File: config.mk
export PLATFORM = sky130hd
export DESIGN_NAME = nio_port_ctrl
export DESIGN_NICKNAME = d
export VERILOG_FILES = /design/src/nio_pkg.sv /design/src/nio_pin_sync.sv /design/src/nio_port_ctrl.sv
export SDC_FILE = /design/constraint.sdc
export NUM_CORES = 1
export LEC_CHECK = 0
export ABC_AREA = 1
export BUFFER_PORTS_ARGS = -buffer_cell sky130_fd_sc_hd__buf_4
export CAP_MARGIN = 30
export CORE_AREA = 2 2 144 146
export CTS_CLUSTER_SIZE = 28
export DETAILED_ROUTE_END_ITERATION = 12
export DIE_AREA = 0 0 146 148
export PLACE_DENSITY = 0.85
export SYNTH_ARGS = -nofsm -noshare
export SYNTH_HDL_FRONTEND = slang
export SYNTH_SLANG_ARGS = --single-unit
File: constraint.sdc
create_clock -name i_sys_clk -period 2.8 [get_ports i_sys_clk]
set_clock_uncertainty 0.15 [all_clocks]
set_input_delay 0.56 -clock i_sys_clk [delete_from_list [all_inputs] [get_ports i_sys_clk]]
set_output_delay 0.56 -clock i_sys_clk [all_outputs]
set_load 0.005 [all_outputs]
File: src/nio_pkg.sv
// Shared constants for the nibble I/O port control block
package nio_pkg;

  // ----------------------------------------------------------------------
  // Sizes
  // ----------------------------------------------------------------------
  localparam int NIO_NUM_PORTS = 7;
  localparam int NIO_NIB_W = 4;
  localparam int NIO_PIN_W = 28;
  localparam int NIO_ADDR_W = 6;
  localparam int NIO_CFG_COUNT = 11;

  // ----------------------------------------------------------------------
  // Port numbering used by the direction and port transfer commands
  // ----------------------------------------------------------------------
  localparam logic [2:0] NIO_PORT_2 = 3'h0;
  localparam logic [2:0] NIO_PORT_3 = 3'h1;
  localparam logic [2:0] NIO_PORT_4 = 3'h2;
  localparam logic [2:0] NIO_PORT_5 = 3'h3;
  localparam logic [2:0] NIO_PORT_6 = 3'h4;
  localparam logic [2:0] NIO_PORT_A = 3'h5;
  localparam logic [2:0] NIO_PORT_B = 3'h6;

  // ----------------------------------------------------------------------
  // Special control register offsets
  // ----------------------------------------------------------------------
  localparam logic [5:0] OFS_PORT4_PULLUP_ENABLE = 6'h03;
  localparam logic [5:0] OFS_PORT4_OUTPUT_TYPE = 6'h04;
  localparam logic [5:0] OFS_PORT6_PULLUP_ENABLE = 6'h05;
  localparam logic [5:0] OFS_PORT6_OUTPUT_TYPE = 6'h06;
  localparam logic [5:0] OFS_PORTAB_PULLUP_ENABLE = 6'h07;
  localparam logic [5:0] OFS_PORTAB_OUTPUT_TYPE = 6'h08;
  localparam logic [5:0] OFS_PORT2_OUTPUT_TYPE = 6'h0d;
  localparam logic [5:0] OFS_PORT3_FUNCTION_SELECT = 6'h0f;
  localparam logic [5:0] OFS_PORT4_FUNCTION_SELECT = 6'h10;
  localparam logic [5:0] OFS_PORT5_FUNCTION_SELECT = 6'h11;
  localparam logic [5:0] OFS_PORT6_FUNCTION_SELECT = 6'h12;

  // Storage slot of each register in the configuration array
  localparam int CFG_P4_PULLUP = 0;
  localparam int CFG_P4_OTYPE = 1;
  localparam int CFG_P6_PULLUP = 2;
  localparam int CFG_P6_OTYPE = 3;
  localparam int CFG_AB_PULLUP = 4;
  localparam int CFG_AB_OTYPE = 5;
  localparam int CFG_P2_OTYPE = 6;
  localparam int CFG_P3_FSEL = 7;
  localparam int CFG_P4_FSEL = 8;
  localparam int CFG_P5_FSEL = 9;
  localparam int CFG_P6_FSEL = 10;

  // ----------------------------------------------------------------------
  // Reset values
  // ----------------------------------------------------------------------
  localparam logic [3:0] CFG_RESET = 4'h0;
  localparam logic [3:0] DIR_RESET = 4'hf;
  localparam logic [3:0] LATCH_RESET = 4'h0;
  localparam logic [3:0] RDATA_RESET = 4'h0;

  // ----------------------------------------------------------------------
  // Pin capability masks, bit = port*4 + pin, port order 2,3,4,5,6,A,B
  // ----------------------------------------------------------------------
  localparam logic [27:0] PIN_PRESENT = 28'hfff2cf3;
  localparam logic [27:0] SF_CAPABLE = 28'h00f2cf0;
  localparam logic [27:0] SF_OUT_CAPABLE = 28'h00f2000;
  localparam logic [27:0] FALL_CAPABLE = 28'h0000c00;
  localparam logic [27:0] PULLUP_CAPABLE = 28'hfff0c00;
  localparam logic [27:0] OD_CAPABLE = 28'hfff0c03;

endpackage : nio_pkg

File: src/nio_pin_sync.sv
// Three-stage pin synchroniser with agreement filter and fall detector
`timescale 1ns/1ns

module nio_pin_sync #(
  parameter int WIDTH = 28
) (
  input wire logic i_sys_clk,
  input wire logic i_reset_n,
  input wire logic i_clk_en,
  input wire logic [WIDTH-1:0] i_async,
  output logic [WIDTH-1:0] o_level,
  output logic [WIDTH-1:0] o_fall
);

  logic [WIDTH-1:0] stage1_reg;
  logic [WIDTH-1:0] stage2_reg;
  logic [WIDTH-1:0] stage3_reg;
  logic [WIDTH-1:0] level_reg;
  logic [WIDTH-1:0] fall_reg;
  logic [WIDTH-1:0] agree;
  logic [WIDTH-1:0] level_next;

  // Only stage two and three are compared; stage one may be metastable
  assign agree = ~(stage2_reg ^ stage3_reg);
  assign level_next = (agree & stage3_reg) | (~agree & level_reg);

  // Shift chain and filtered level
  always_ff @(posedge i_sys_clk or negedge i_reset_n) begin
    if (!i_reset_n) begin
      stage1_reg <= '0;
      stage2_reg <= '0;
      stage3_reg <= '0;
      level_reg <= '0;
      fall_reg <= '0;
    end else if (i_clk_en) begin
      stage1_reg <= i_async;
      stage2_reg <= stage1_reg;
      stage3_reg <= stage2_reg;
      level_reg <= level_next;
      fall_reg <= level_reg & ~level_next;
    end
  end

  assign o_level = level_reg;
  assign o_fall = fall_reg;

endmodule : nio_pin_sync

File: src/nio_port_ctrl.sv
// Port direction, function select, pull-high and open-drain control
`timescale 1ns/1ns

// Functional notes
// - On ports 2 to 6 a direction bit of 0 makes its pin an output, 1 an input.
// - Port read and write commands never alter the ports 2 to 6 directions.
// - Ports A and B turn input on a port read and output on a port write.
// - After reset every pin is an input and every direction nibble is 1111.
// - A port read returns pin levels; a port write loads the output latch.
// - Each port 3 pin can be a normal pin or a special-function input.
// - Port 4 pins 2 and 3 in special mode are falling-edge inputs.
// - Port 5 pin 1 and port 6 pins can be normal or special-function I/O.
// - Port 2, A and B pins have no special-function selection at all.
// - Pull-high for ports 4, 6, A, B; open drain for ports 2, 4, 6, A, B.
// - Pull-high and output-type registers reset to zero.
// - All control registers are 4-bit slots in the 64-entry register area.
// - Port 6 special mode hands its pins to the serial data and clocks.
module nio_port_ctrl import nio_pkg::*; (
  input wire logic i_sys_clk,
  input wire logic i_reset_n,
  input wire logic i_clk_en,
  input wire logic i_reg_wr,
  input wire logic i_reg_rd,
  input wire logic [5:0] i_reg_addr,
  input wire logic [3:0] i_reg_wdata,
  output logic [3:0] o_reg_rdata,
  input wire logic i_dir_wr,
  input wire logic [2:0] i_dir_port,
  input wire logic [3:0] i_dir_wdata,
  input wire logic i_io_rd,
  input wire logic i_io_wr,
  input wire logic [2:0] i_io_port,
  input wire logic i_io_use_b,
  input wire logic [3:0] i_acc_a,
  input wire logic [3:0] i_acc_b,
  output logic [3:0] o_io_rdata,
  output logic o_io_rd_to_b,
  output logic o_io_rd_valid,
  input wire logic [27:0] i_pin_in,
  output logic [27:0] o_pin_out,
  output logic [27:0] o_pin_oe,
  output logic [27:0] o_pullup_en,
  input wire logic [27:0] i_sf_out,
  input wire logic [27:0] i_sf_oe,
  output logic [27:0] o_sf_in,
  output logic [27:0] o_sf_fall,
  output logic [27:0] o_sf_sel
);

  // ----------------------------------------------------------------------
  // Decode helpers
  // ----------------------------------------------------------------------

  // One-hot port strobe; code 7 selects nothing
  function automatic logic [6:0] port_onehot(input logic [2:0] port);
    logic [6:0] hot;
    hot = 7'h00;
    if (port != 3'h7) begin
      hot[port] = 1'b1;
    end
    return hot;
  endfunction : port_onehot

  // One-hot configuration slot for a register address
  function automatic logic [10:0] cfg_onehot(input logic [5:0] addr);
    logic [10:0] hot;
    hot = 11'h000;
    case (addr)
      OFS_PORT4_PULLUP_ENABLE: hot[CFG_P4_PULLUP] = 1'b1;
      OFS_PORT4_OUTPUT_TYPE: hot[CFG_P4_OTYPE] = 1'b1;
      OFS_PORT6_PULLUP_ENABLE: hot[CFG_P6_PULLUP] = 1'b1;
      OFS_PORT6_OUTPUT_TYPE: hot[CFG_P6_OTYPE] = 1'b1;
      OFS_PORTAB_PULLUP_ENABLE: hot[CFG_AB_PULLUP] = 1'b1;
      OFS_PORTAB_OUTPUT_TYPE: hot[CFG_AB_OTYPE] = 1'b1;
      OFS_PORT2_OUTPUT_TYPE: hot[CFG_P2_OTYPE] = 1'b1;
      OFS_PORT3_FUNCTION_SELECT: hot[CFG_P3_FSEL] = 1'b1;
      OFS_PORT4_FUNCTION_SELECT: hot[CFG_P4_FSEL] = 1'b1;
      OFS_PORT5_FUNCTION_SELECT: hot[CFG_P5_FSEL] = 1'b1;
      OFS_PORT6_FUNCTION_SELECT: hot[CFG_P6_FSEL] = 1'b1;
      default: hot = 11'h000;
    endcase
    return hot;
  endfunction : cfg_onehot

  // ----------------------------------------------------------------------
  // State
  // ----------------------------------------------------------------------
  logic [3:0] cfg_reg [0:10];
  logic [27:0] port_direction_reg;
  logic [27:0] port_direction_next;
  logic [27:0] output_latch_reg;
  logic [27:0] output_latch_next;
  logic [3:0] io_rdata_reg;
  logic io_rd_to_b_reg;
  logic io_rd_valid_reg;
  logic [3:0] reg_rdata_reg;
  logic [27:0] pin_out_reg;
  logic [27:0] pin_oe_reg;

  // Decoded strobes
  logic [10:0] cfg_hit;
  logic [6:0] dir_hit;
  logic [6:0] io_hit;
  logic [6:0] io_rd_hit;
  logic [6:0] io_wr_hit;
  logic [3:0] acc_sel;
  logic [3:0] cfg_rvalue;
  logic [3:0] io_rd_nibble;
  logic [27:0] pin_level;
  logic [27:0] pin_fall;

  // Per-pin views of the configuration
  logic [27:0] pullup_vec;
  logic [27:0] od_vec;
  logic [27:0] sf_sel;
  logic [27:0] drive_val;
  logic [27:0] drive_en;
  logic [27:0] pin_out_next;
  logic [27:0] pin_oe_next;

  assign cfg_hit = cfg_onehot(i_reg_addr);
  assign dir_hit = port_onehot(i_dir_port) & {7{i_dir_wr}};
  assign io_hit = port_onehot(i_io_port);
  assign io_rd_hit = io_hit & {7{i_io_rd}};
  assign io_wr_hit = io_hit & {7{i_io_wr}};
  assign acc_sel = i_io_use_b ? i_acc_b : i_acc_a;

  // ----------------------------------------------------------------------
  // Pin input synchronisation
  // ----------------------------------------------------------------------
  nio_pin_sync #(
    .WIDTH(NIO_PIN_W)
  ) u_pin_sync (
    .i_sys_clk(i_sys_clk),
    .i_reset_n(i_reset_n),
    .i_clk_en(i_clk_en),
    .i_async(i_pin_in),
    .o_level(pin_level),
    .o_fall(pin_fall)
  );

  // ----------------------------------------------------------------------
  // Special control registers
  // ----------------------------------------------------------------------

  // Write port of the register slots; unmapped addresses are ignored
  always_ff @(posedge i_sys_clk or negedge i_reset_n) begin
    if (!i_reset_n) begin
      for (int i = 0; i < NIO_CFG_COUNT; i++) begin
        cfg_reg[i] <= CFG_RESET;
      end
    end else if (i_clk_en && i_reg_wr) begin
      for (int i = 0; i < NIO_CFG_COUNT; i++) begin
        if (cfg_hit[i]) begin
          cfg_reg[i] <= i_reg_wdata;
        end
      end
    end
  end

  // Read mux; unmapped locations read as zero
  always_comb begin
    cfg_rvalue = 4'h0;
    for (int i = 0; i < NIO_CFG_COUNT; i++) begin
      if (cfg_hit[i]) begin
        cfg_rvalue = cfg_reg[i];
      end
    end
  end

  // Read data is held until the next read
  always_ff @(posedge i_sys_clk or negedge i_reset_n) begin
    if (!i_reset_n) begin
      reg_rdata_reg <= RDATA_RESET;
    end else if (i_clk_en && i_reg_rd) begin
      reg_rdata_reg <= cfg_rvalue;
    end
  end

  // ----------------------------------------------------------------------
  // Per-pin configuration vectors
  // ----------------------------------------------------------------------

  // Port A and B share one pull-high and one type nibble, bit n on pin n
  assign pullup_vec = {cfg_reg[CFG_AB_PULLUP], cfg_reg[CFG_AB_PULLUP],
                       cfg_reg[CFG_P6_PULLUP], 4'h0,
                       cfg_reg[CFG_P4_PULLUP], 8'h00};
  assign od_vec = ({cfg_reg[CFG_AB_OTYPE], cfg_reg[CFG_AB_OTYPE],
                    cfg_reg[CFG_P6_OTYPE], 4'h0, cfg_reg[CFG_P4_OTYPE],
                    4'h0, cfg_reg[CFG_P2_OTYPE]}) & OD_CAPABLE;
  // Masking keeps ports 2, A and B on normal I/O whatever is written
  assign sf_sel = ({8'h00, cfg_reg[CFG_P6_FSEL], cfg_reg[CFG_P5_FSEL],
                    cfg_reg[CFG_P4_FSEL], cfg_reg[CFG_P3_FSEL], 4'h0})
                  & SF_CAPABLE;
  assign o_pullup_en = pullup_vec & PULLUP_CAPABLE;

  // ----------------------------------------------------------------------
  // Direction and output latch next values
  // ----------------------------------------------------------------------
  generate
    for (genvar p = 0; p < NIO_NUM_PORTS; p++) begin : g_port
      if (p >= NIO_PORT_A) begin : g_instr_dir
        // Direction follows the last transfer command only
        assign port_direction_next[p*4 +: 4] =
          io_wr_hit[p] ? 4'h0 :
          io_rd_hit[p] ? 4'hf :
          port_direction_reg[p*4 +: 4];
      end else begin : g_reg_dir
        // Transfer commands are not looked at here
        assign port_direction_next[p*4 +: 4] =
          dir_hit[p] ? i_dir_wdata : port_direction_reg[p*4 +: 4];
      end
      assign output_latch_next[p*4 +: 4] =
        io_wr_hit[p] ? acc_sel : output_latch_reg[p*4 +: 4];
    end
  endgenerate

  // Direction and latch registers
  always_ff @(posedge i_sys_clk or negedge i_reset_n) begin
    if (!i_reset_n) begin
      port_direction_reg <= {NIO_NUM_PORTS{DIR_RESET}};
      output_latch_reg <= {NIO_NUM_PORTS{LATCH_RESET}};
    end else if (i_clk_en) begin
      port_direction_reg <= port_direction_next;
      output_latch_reg <= output_latch_next;
    end
  end

  // ----------------------------------------------------------------------
  // Port read path
  // ----------------------------------------------------------------------

  // Pin levels, not the latch, are returned; absent pins read zero
  assign io_rd_nibble = (i_io_port == 3'h7) ? 4'h0 :
    pin_level[{i_io_port, 2'b00} +: 4] &
    PIN_PRESENT[{i_io_port, 2'b00} +: 4];

  // Read result with its destination accumulator
  always_ff @(posedge i_sys_clk or negedge i_reset_n) begin
    if (!i_reset_n) begin
      io_rdata_reg <= RDATA_RESET;
      io_rd_to_b_reg <= 1'b0;
      io_rd_valid_reg <= 1'b0;
    end else if (i_clk_en) begin
      io_rd_valid_reg <= i_io_rd;
      if (i_io_rd) begin
        io_rdata_reg <= io_rd_nibble;
        io_rd_to_b_reg <= i_io_use_b;
      end
    end
  end

  // ----------------------------------------------------------------------
  // Pin drivers
  // ----------------------------------------------------------------------

  // Special functions take the pin; port 3 and 4 special pins never drive
  assign drive_val = (sf_sel & i_sf_out) | (~sf_sel & output_latch_reg);
  assign drive_en = (sf_sel & i_sf_oe & SF_OUT_CAPABLE)
                  | (~sf_sel & ~port_direction_reg);
  // Open drain only sinks: a high is released instead of driven
  assign pin_oe_next = drive_en & PIN_PRESENT & ~(od_vec & drive_val);
  assign pin_out_next = drive_val & ~od_vec & PIN_PRESENT;

  // Registered pin outputs avoid glitches on the board
  always_ff @(posedge i_sys_clk or negedge i_reset_n) begin
    if (!i_reset_n) begin
      pin_out_reg <= '0;
      pin_oe_reg <= '0;
    end else if (i_clk_en) begin
      pin_out_reg <= pin_out_next;
      pin_oe_reg <= pin_oe_next;
    end
  end

  // ----------------------------------------------------------------------
  // Special-function inputs
  // ----------------------------------------------------------------------
  assign o_sf_in = pin_level & sf_sel;
  assign o_sf_fall = pin_fall & sf_sel & FALL_CAPABLE;
  assign o_sf_sel = sf_sel;

  assign o_reg_rdata = reg_rdata_reg;
  assign o_io_rdata = io_rdata_reg;
  assign o_io_rd_to_b = io_rd_to_b_reg;
  assign o_io_rd_valid = io_rd_valid_reg;
  assign o_pin_out = pin_out_reg;
  assign o_pin_oe = pin_oe_reg;

  // Reset seen at the edge before; state is unknown until the first edge
  logic rst_held_reg;
  always_ff @(posedge i_sys_clk) begin
    rst_held_reg <= !i_reset_n;
  end
endmodule : nio_port_ctrl

==> After elaboration in Yosys (flattened, before gate mapping) <==
Index checks and enable logic that the tools add are counted.
{ "totals": {"ff_bits": 283, "out_inout_bits": 178} }
{ "op_classes": {"magnitude_cmp": 4, "eq_ne": 14, "n_shift": 2, "muxes": 34, "n_bitwise": 27, "n_reduce_logical": 32} }
{ "ops": {"columns": ["op", "n"], "rows": [
  ["$and 28x28->28", 7],
  ["$not 28->28", 5],
  ["$mux 4", 17],
  ["$or 28x28->28", 2],
  ["$reduce_and 2->1", 26],
  ["$and 20x28->28", 1],
  ["$and 28x20->28", 1],
  ["$not 20->28", 1],
  ["$or 20x28->28", 1],
  ["$shiftx 28x6->4", 1],
  ["$shiftx 28x6->4 const A", 1],
  ["$xor 28x28->28", 1],
  ["$and 12x12->12", 2],
  ["$eq 6x3->1 const B", 4],
  ["$and 20x20->20", 1],
  ["$eq 6x4->1 const B", 3],
  ["$eq 6x5->1 const B", 3],
  ["$and 7x7->7", 2],
  ["$mux 1", 13],
  ["$not 12->12", 1],
  ["$lt 3x4->1 const B", 2],
  ["$mux 7", 1],
  ["$demux 1 s3", 2],
  ["$eq 6x2->1 const B", 1],
  ["other kinds (8)", 14]
]} }

==> Logic depth before layout (Yosys ltp) <==
{ "logic_depth": {"depth_word": 13, "ltp_mapped": 11, "mapped_depth_nobuf": 11} }

==> By module <==
A second synthesis with hierarchy kept.
{ "unflattened": {"cells_unflattened": 1628, "hier_area_um2": 12946.2} }
{ "by_module_without_submodules": {"columns": ["mod", "instances", "cells_each", "area_each_um2", "seq_area_each_um2"], "rows": [
  ["nio_port_ctrl", 1, 871, 6993.0, 3321.9],
  ["nio_pin_sync", 1, 757, 5953.2, 3503.4]
]} }

==> Least setup slack after synthesis <==
Ideal clock, no wire load.
{ "synth_path": {"kind": "input to register", "startpoint": "in i_reg_addr[5]", "endpoint": "reg reg_rdata_reg[2], in the netlist o_reg_rdata[2]", "arrival_ns": 1.503, "t_required_ns": 2.534, "setup_slack_ns": 1.030, "cell_stages": 9, "path_cell_list": "inv_1 > nand2_1 > nor3_4 > inv_2 > or2_0 > nand2_1 > nand4_1 > nand2_1 > nand2_1"} }
{ "synth_between": {"elab_chain_len": 13, "word_cells_on_any_way": 33, "cone_classes": "eq/ne: 11; mux: 22"} }
{ "synth_lines": {"columns": ["element", "line", "text"], "rows": [
  ["start, declared", "nio_port_ctrl.sv:24", "input wire logic [5:0] i_reg_addr,"],
  ["$eq 6x2->1", "nio_port_ctrl.sv:68", "case (addr)"],
  ["$mux 1", "nio_port_ctrl.sv:68", null],
  ["$mux 4 (10 in a row)", "nio_port_ctrl.sv:165", "if (cfg_hit[i]) begin"],
  ["$mux 4 *", "nio_port_ctrl.sv:165", null],
  ["end signal, assigned", "nio_port_ctrl.sv:176", "reg_rdata_reg <= cfg_rvalue;"],
  ["end, declared", "nio_port_ctrl.sv:96", "logic [3:0] reg_rdata_reg;"]
]} }
Mark *: on every way between the ends. The rest lies on a longest branch, timed or not.
A chain may end at the register's enable or synchronous reset.

==> Worst setup path after layout <==
{ "layout_path": {"startpoint": "reg cfg_reg (netlist bit o_sf_sel[11])", "endpoint": "out o_sf_in[11]"} }
{ "layout_between": {"elab_chain_len": 1} }
{ "layout_lines": {"columns": ["element", "line", "text"], "rows": [
  ["start, declared", "nio_port_ctrl.sv:88", "logic [3:0] cfg_reg [0:10];"],
  ["start signal, assigned by index", "nio_port_ctrl.sv:155", "cfg_reg[i] <= i_reg_wdata;"],
  ["$and 28x20->28", "nio_port_ctrl.sv:279", "assign o_sf_in = pin_level & sf_sel;"],
  ["end, declared", "nio_port_ctrl.sv:45", "output logic [27:0] o_sf_in,"]
]} }
Every way passes these cells.

==> results.md <==
Timing:
- Measured against its own limit, the worst slew margin works out to between 50% and 60%.
- Setup repair after global routing left no endpoint under its margin.
- After layout, the minimum clock period comes to 2203 ps.
- In the post-route analysis, the smallest setup slack over all paths is around 600 ps.
- The worst-margin pin slew is roughly 620 ps.
- The final-report max-slew violation count is 0.
- The maximum clock frequency is ~0.45 GHz.
- Setup violations remaining at the end of the flow were counted as 0.
- The number of endpoints with negative hold slack in the final report is 0.
- The setup TNS is 0 ps.
- The period utilization is slightly below 80%.
- Hold is met by approximately 90 ps.

Setup path:
- The worst setup path is of the flip-flop to primary output kind.
- In this run the critical register-to-register path is launched from o_sf_sel[11]$_DFFE_PN0P_.
- The origin of the worst setup path is o_sf_sel[11]$_DFFE_PN0P_.
- The kind of launch point of the worst setup path is a flip-flop.
- The endpoint identified for the worst register-to-register timing path is o_pin_oe[11]$_DFFE_PN0P_.
- Data arrives at the worst endpoint at 1490 ps.
- The worst setup path is captured at a primary output.
- The required time of the worst setup path is about 2100 ps.
- Of all nets on the critical path, the largest fanout is 8.
- Setup slack on the worst reg-to-reg path comes out at between 1000 and 1500 ps.
- The timing endpoint of the critical path is o_sf_in[11].
- Counting cells, the worst reg-to-reg path comes to 3.

Hold path:
- The type of the tightest min-delay check is input port to flip-flop.

Synth:
- The sequential fraction of the synthesis area is ~55%.
- The post-synthesis cell area is roughly 11000 sq um.
- For this run, the number of Yosys warnings is 0.
- The commonest cells after synthesis are nand2_1 (390), dfrtp_1 (231), o21ai_0 (182), buf_4 (113), inv_1 (108).
- The fraction of synthesis flops using an asynchronous set or reset pin is 100.0%.
- After Yosys synthesis, XOR and XNOR cells account for 0% of the synthesized area.
- The largest total area in the synthesized netlist belongs to dfrtp_1.
- The dominant combinational cell family by area after synthesis is simple AND/OR/NAND/NOR gates.
- The post-synthesis adder-cell area fraction is less than 1%.
- After synthesis, the share of cell area in mux cells is 0%.
- By area the synthesized netlist is led by dfrtp_1 (51%), nand2_1 (13%), o21ai_0 (8.0%).
- The average instance in the mapped netlist occupies roughly 8.5 sq um.
- In this run, distinct cell masters in the synthesized netlist total 35.
- Synthesis inferred 246 register bits.
- The count of flip-flops with a built-in enable after synthesis is 0.
- The share of the synthesized area in the top cell type is around half.
- The complex-gate fraction of the synthesized area is 12.88%.
- After Yosys synthesis, and, or, nand and nor cells account for 19.56% of the synthesized area.
- The most used standard cell by instance count after synthesis is nand2_1.
- The instance count of the mapped netlist is around 1300.
- The top flip-flop cell by instance count after synthesis is dfrtp_1.

Drt:
- The detailed-route DRC error count is 0.
- The total number of vias is ~9100.
- The average routed wire per standard cell is between 15 and 20 microns.
- The aggregate routed wire length is between 20 and 30 mm.
- The via count normalized by instance count is about 5.2.
- The first-pass iteration count of the detailed router is 5.
- In this run the remaining antenna-violating nets after routing total 0.
- In this run, the number of DRC markers left after iteration 0 of detailed routing was 739.

Floorplan:
- The number of core rows is 52.
- During I/O placement, the number of pins put on the boundary was 299.
- The die outline width is ~150 microns.
- The die covers between 20000 and 25000 sq um.
- The total area inside the core boundary comes to about 20000 sq um.
- The initial utilization of the core area, before any placement, comes to 56.51%.
- The overall die height is between 100 and 150 microns.

Placed design:
- The pre-CTS worst setup slack is 664.3 ps.
- The standard cell area after detailed placement is between 10000 and 15000 sq um.
- The sum of net half-perimeters after detailed placement is between 20 and 25 mm.
- The count of input and output buffers is 170.
- The last weighted congestion value of the routability-driven placer is around 0.96.

Clocking:
- TritonCTS created 25 clock buffers.
- The clock-pin slew of the registers on the worst-case setup and hold paths is approximately 60 ps.
- TritonCTS built the clock tree.
- The H-tree depth is 1.
- The clock net sink count is approximately 250.
- The tree is rooted in a clkbuf_16.
- Clock latency on the worst-skew pair, taken at its later pin, is ~520 ps.
- The largest buffer count on any clock path is 3.

Finish:
- The count of fill cells added during filler insertion is ~1600.
- Compared with the post-synthesis result, the final layout area differs by 17.76%.
- The repair_antennas step left the layout with diodes totalling 0.
- The total non-filler cell area in the finished layout is 13330 sq um.
- In the final layout, the share of cells above drive strength 1 is between 15 and 20%.
- The number of nets in the finished design is ~1600.

Pwr:
- Power spread over the standard cell area amounts to ~700 nW/um^2.
- VDD sags by at most a little under 0.5 mV.
- For this design the static power due to leakage is 0.006785 uW.

Global route:
- Entering global routing, the biggest net connects 92 pins.
- The via count of the first global-routing pass is just under 9000.
- The first global-routing pass estimated between 40 and 50 mm of wire.
- The total global routing track utilization is 25.88%.
- The initial antenna violation count is 0.
- The final global-route overflow total is 0.

Flow run:
- Max-cap violations in this run came to 0.

Outcome:
- The flow ran to the end, and the final reports show no timing, DRC or antenna violations.
==> cell families after synthesis <==
logic type / count (synthesis)
AND/OR/NAND/NOR: 546
other: 1
flip-flops: 246
adder cells (fa/ha/maj): 3
buffers and inverters: 266
AO/OA/AOI/OAI: 267
==> metrics by stage <==
step | util, % | power, uW | instances
3_5_place_dp | 62.11 | 5936 | 1716
3_3_place_gp | 62.11 | 5853 | 1716
5_1_grt | 66.54 | 9847 | 1762
2_1_floorplan | - | 5264 | 1416
4_1_cts | 66.54 | 9468 | 1762
6_report | 66.54 | 9439 | 1762
==> layout make-up <==
type	instances	area (sq um)	area share [%]
multi-input cells	904	4041	30.31
inverters	114	430.4	3.228
clock inverters	6	130.1	0.9759
flip-flops and latches	246	6175	46.31
clock buffers	39	748.2	5.611
repair buffers	183	1471	11.04
well taps	270	337.8	2.534
==> worst min path at each step <==
| stage | depth (start not counted) | end | startpoint |
|---|---|---|---|
| 2_1_floorplan | 0 | async pin | i_reset_n |
| 3_3_place_gp | 2 | u_pin_sync.stage3_reg[26]$_DFFE_PN0P_ | u_pin_sync.stage3_reg[26]$_DFFE_PN0P_ |
| 3_5_place_dp | 2 | u_pin_sync.stage1_reg[8]$_DFFE_PN0P_ | u_pin_sync.stage1_reg[8]$_DFFE_PN0P_ |
| 4_1_cts | 3 | u_pin_sync.stage1_reg[13]$_DFFE_PN0P_ | i_pin_in[13] |
| 5_1_grt | 3 | u_pin_sync.stage1_reg[13]$_DFFE_PN0P_ | i_pin_in[13] |
| 6_report | 3 | u_pin_sync.stage1_reg[13]$_DFFE_PN0P_ | i_pin_in[13] |
==> where the power goes <==
group	leakage (uW)	internal, uW	switching, uW
Sequential	0.00308	4120	394
Clock	0.000431	2190	1350
Combinational	0.00328	599	788
==> timing repair <==
action                                 in CTS  in global routing
hold buffers                                1                  0
resized for setup                           0                  0
endpoints found under the hold margin      74                  0
setup endpoints to repair                   0                  0
setup buffers                               0                  0
==> worst max-delay path, cell delays in order, from the launching register on <==
cell and delay (ps):
dfrtp_1 640, nand2_1 150, inv_1 80, buf_4 100
==> cell usage in the layout (no fill, tap or decap), types with 2 or more instances in the layout <==
cell and instances:
nand3_1 29, or2_2 2, inv_1 108, conb_1 88
nand4_1 10, o211ai_1 26, nand2_2 3, buf_4 174
clkbuf_8 7, o2111ai_1 3, inv_2 5, nor3_2 4
dfstp_2 15, clkbuf_1 7, bufinv_16 4, or2_0 2
o31ai_1 4, ha_1 3, a21oi_1 32, a22o_1 4
nor2_4 5, nor2_1 97, o21ai_0 182, clkbuf_16 25
nor2_2 2, o41ai_1 2, o21ai_1 7, a31oi_1 3
clkinv_2 2, buf_12 7, dfrtp_1 231, nand2_1 390
==> per-layer routing <==
metal | vias up | part of all wire, % | global-route usage [%]
met2 | 367 | 49 | 45.17
met4 | 0 | 2.2 | 7.136
met3 | 51 | 6.8 | 3.827
met5 | - | 0 | 0
li1 | 4363 | - | -
met1 | 4354 | 42 | 34.11
Note: power is estimated with default switching activity, not from simulation.
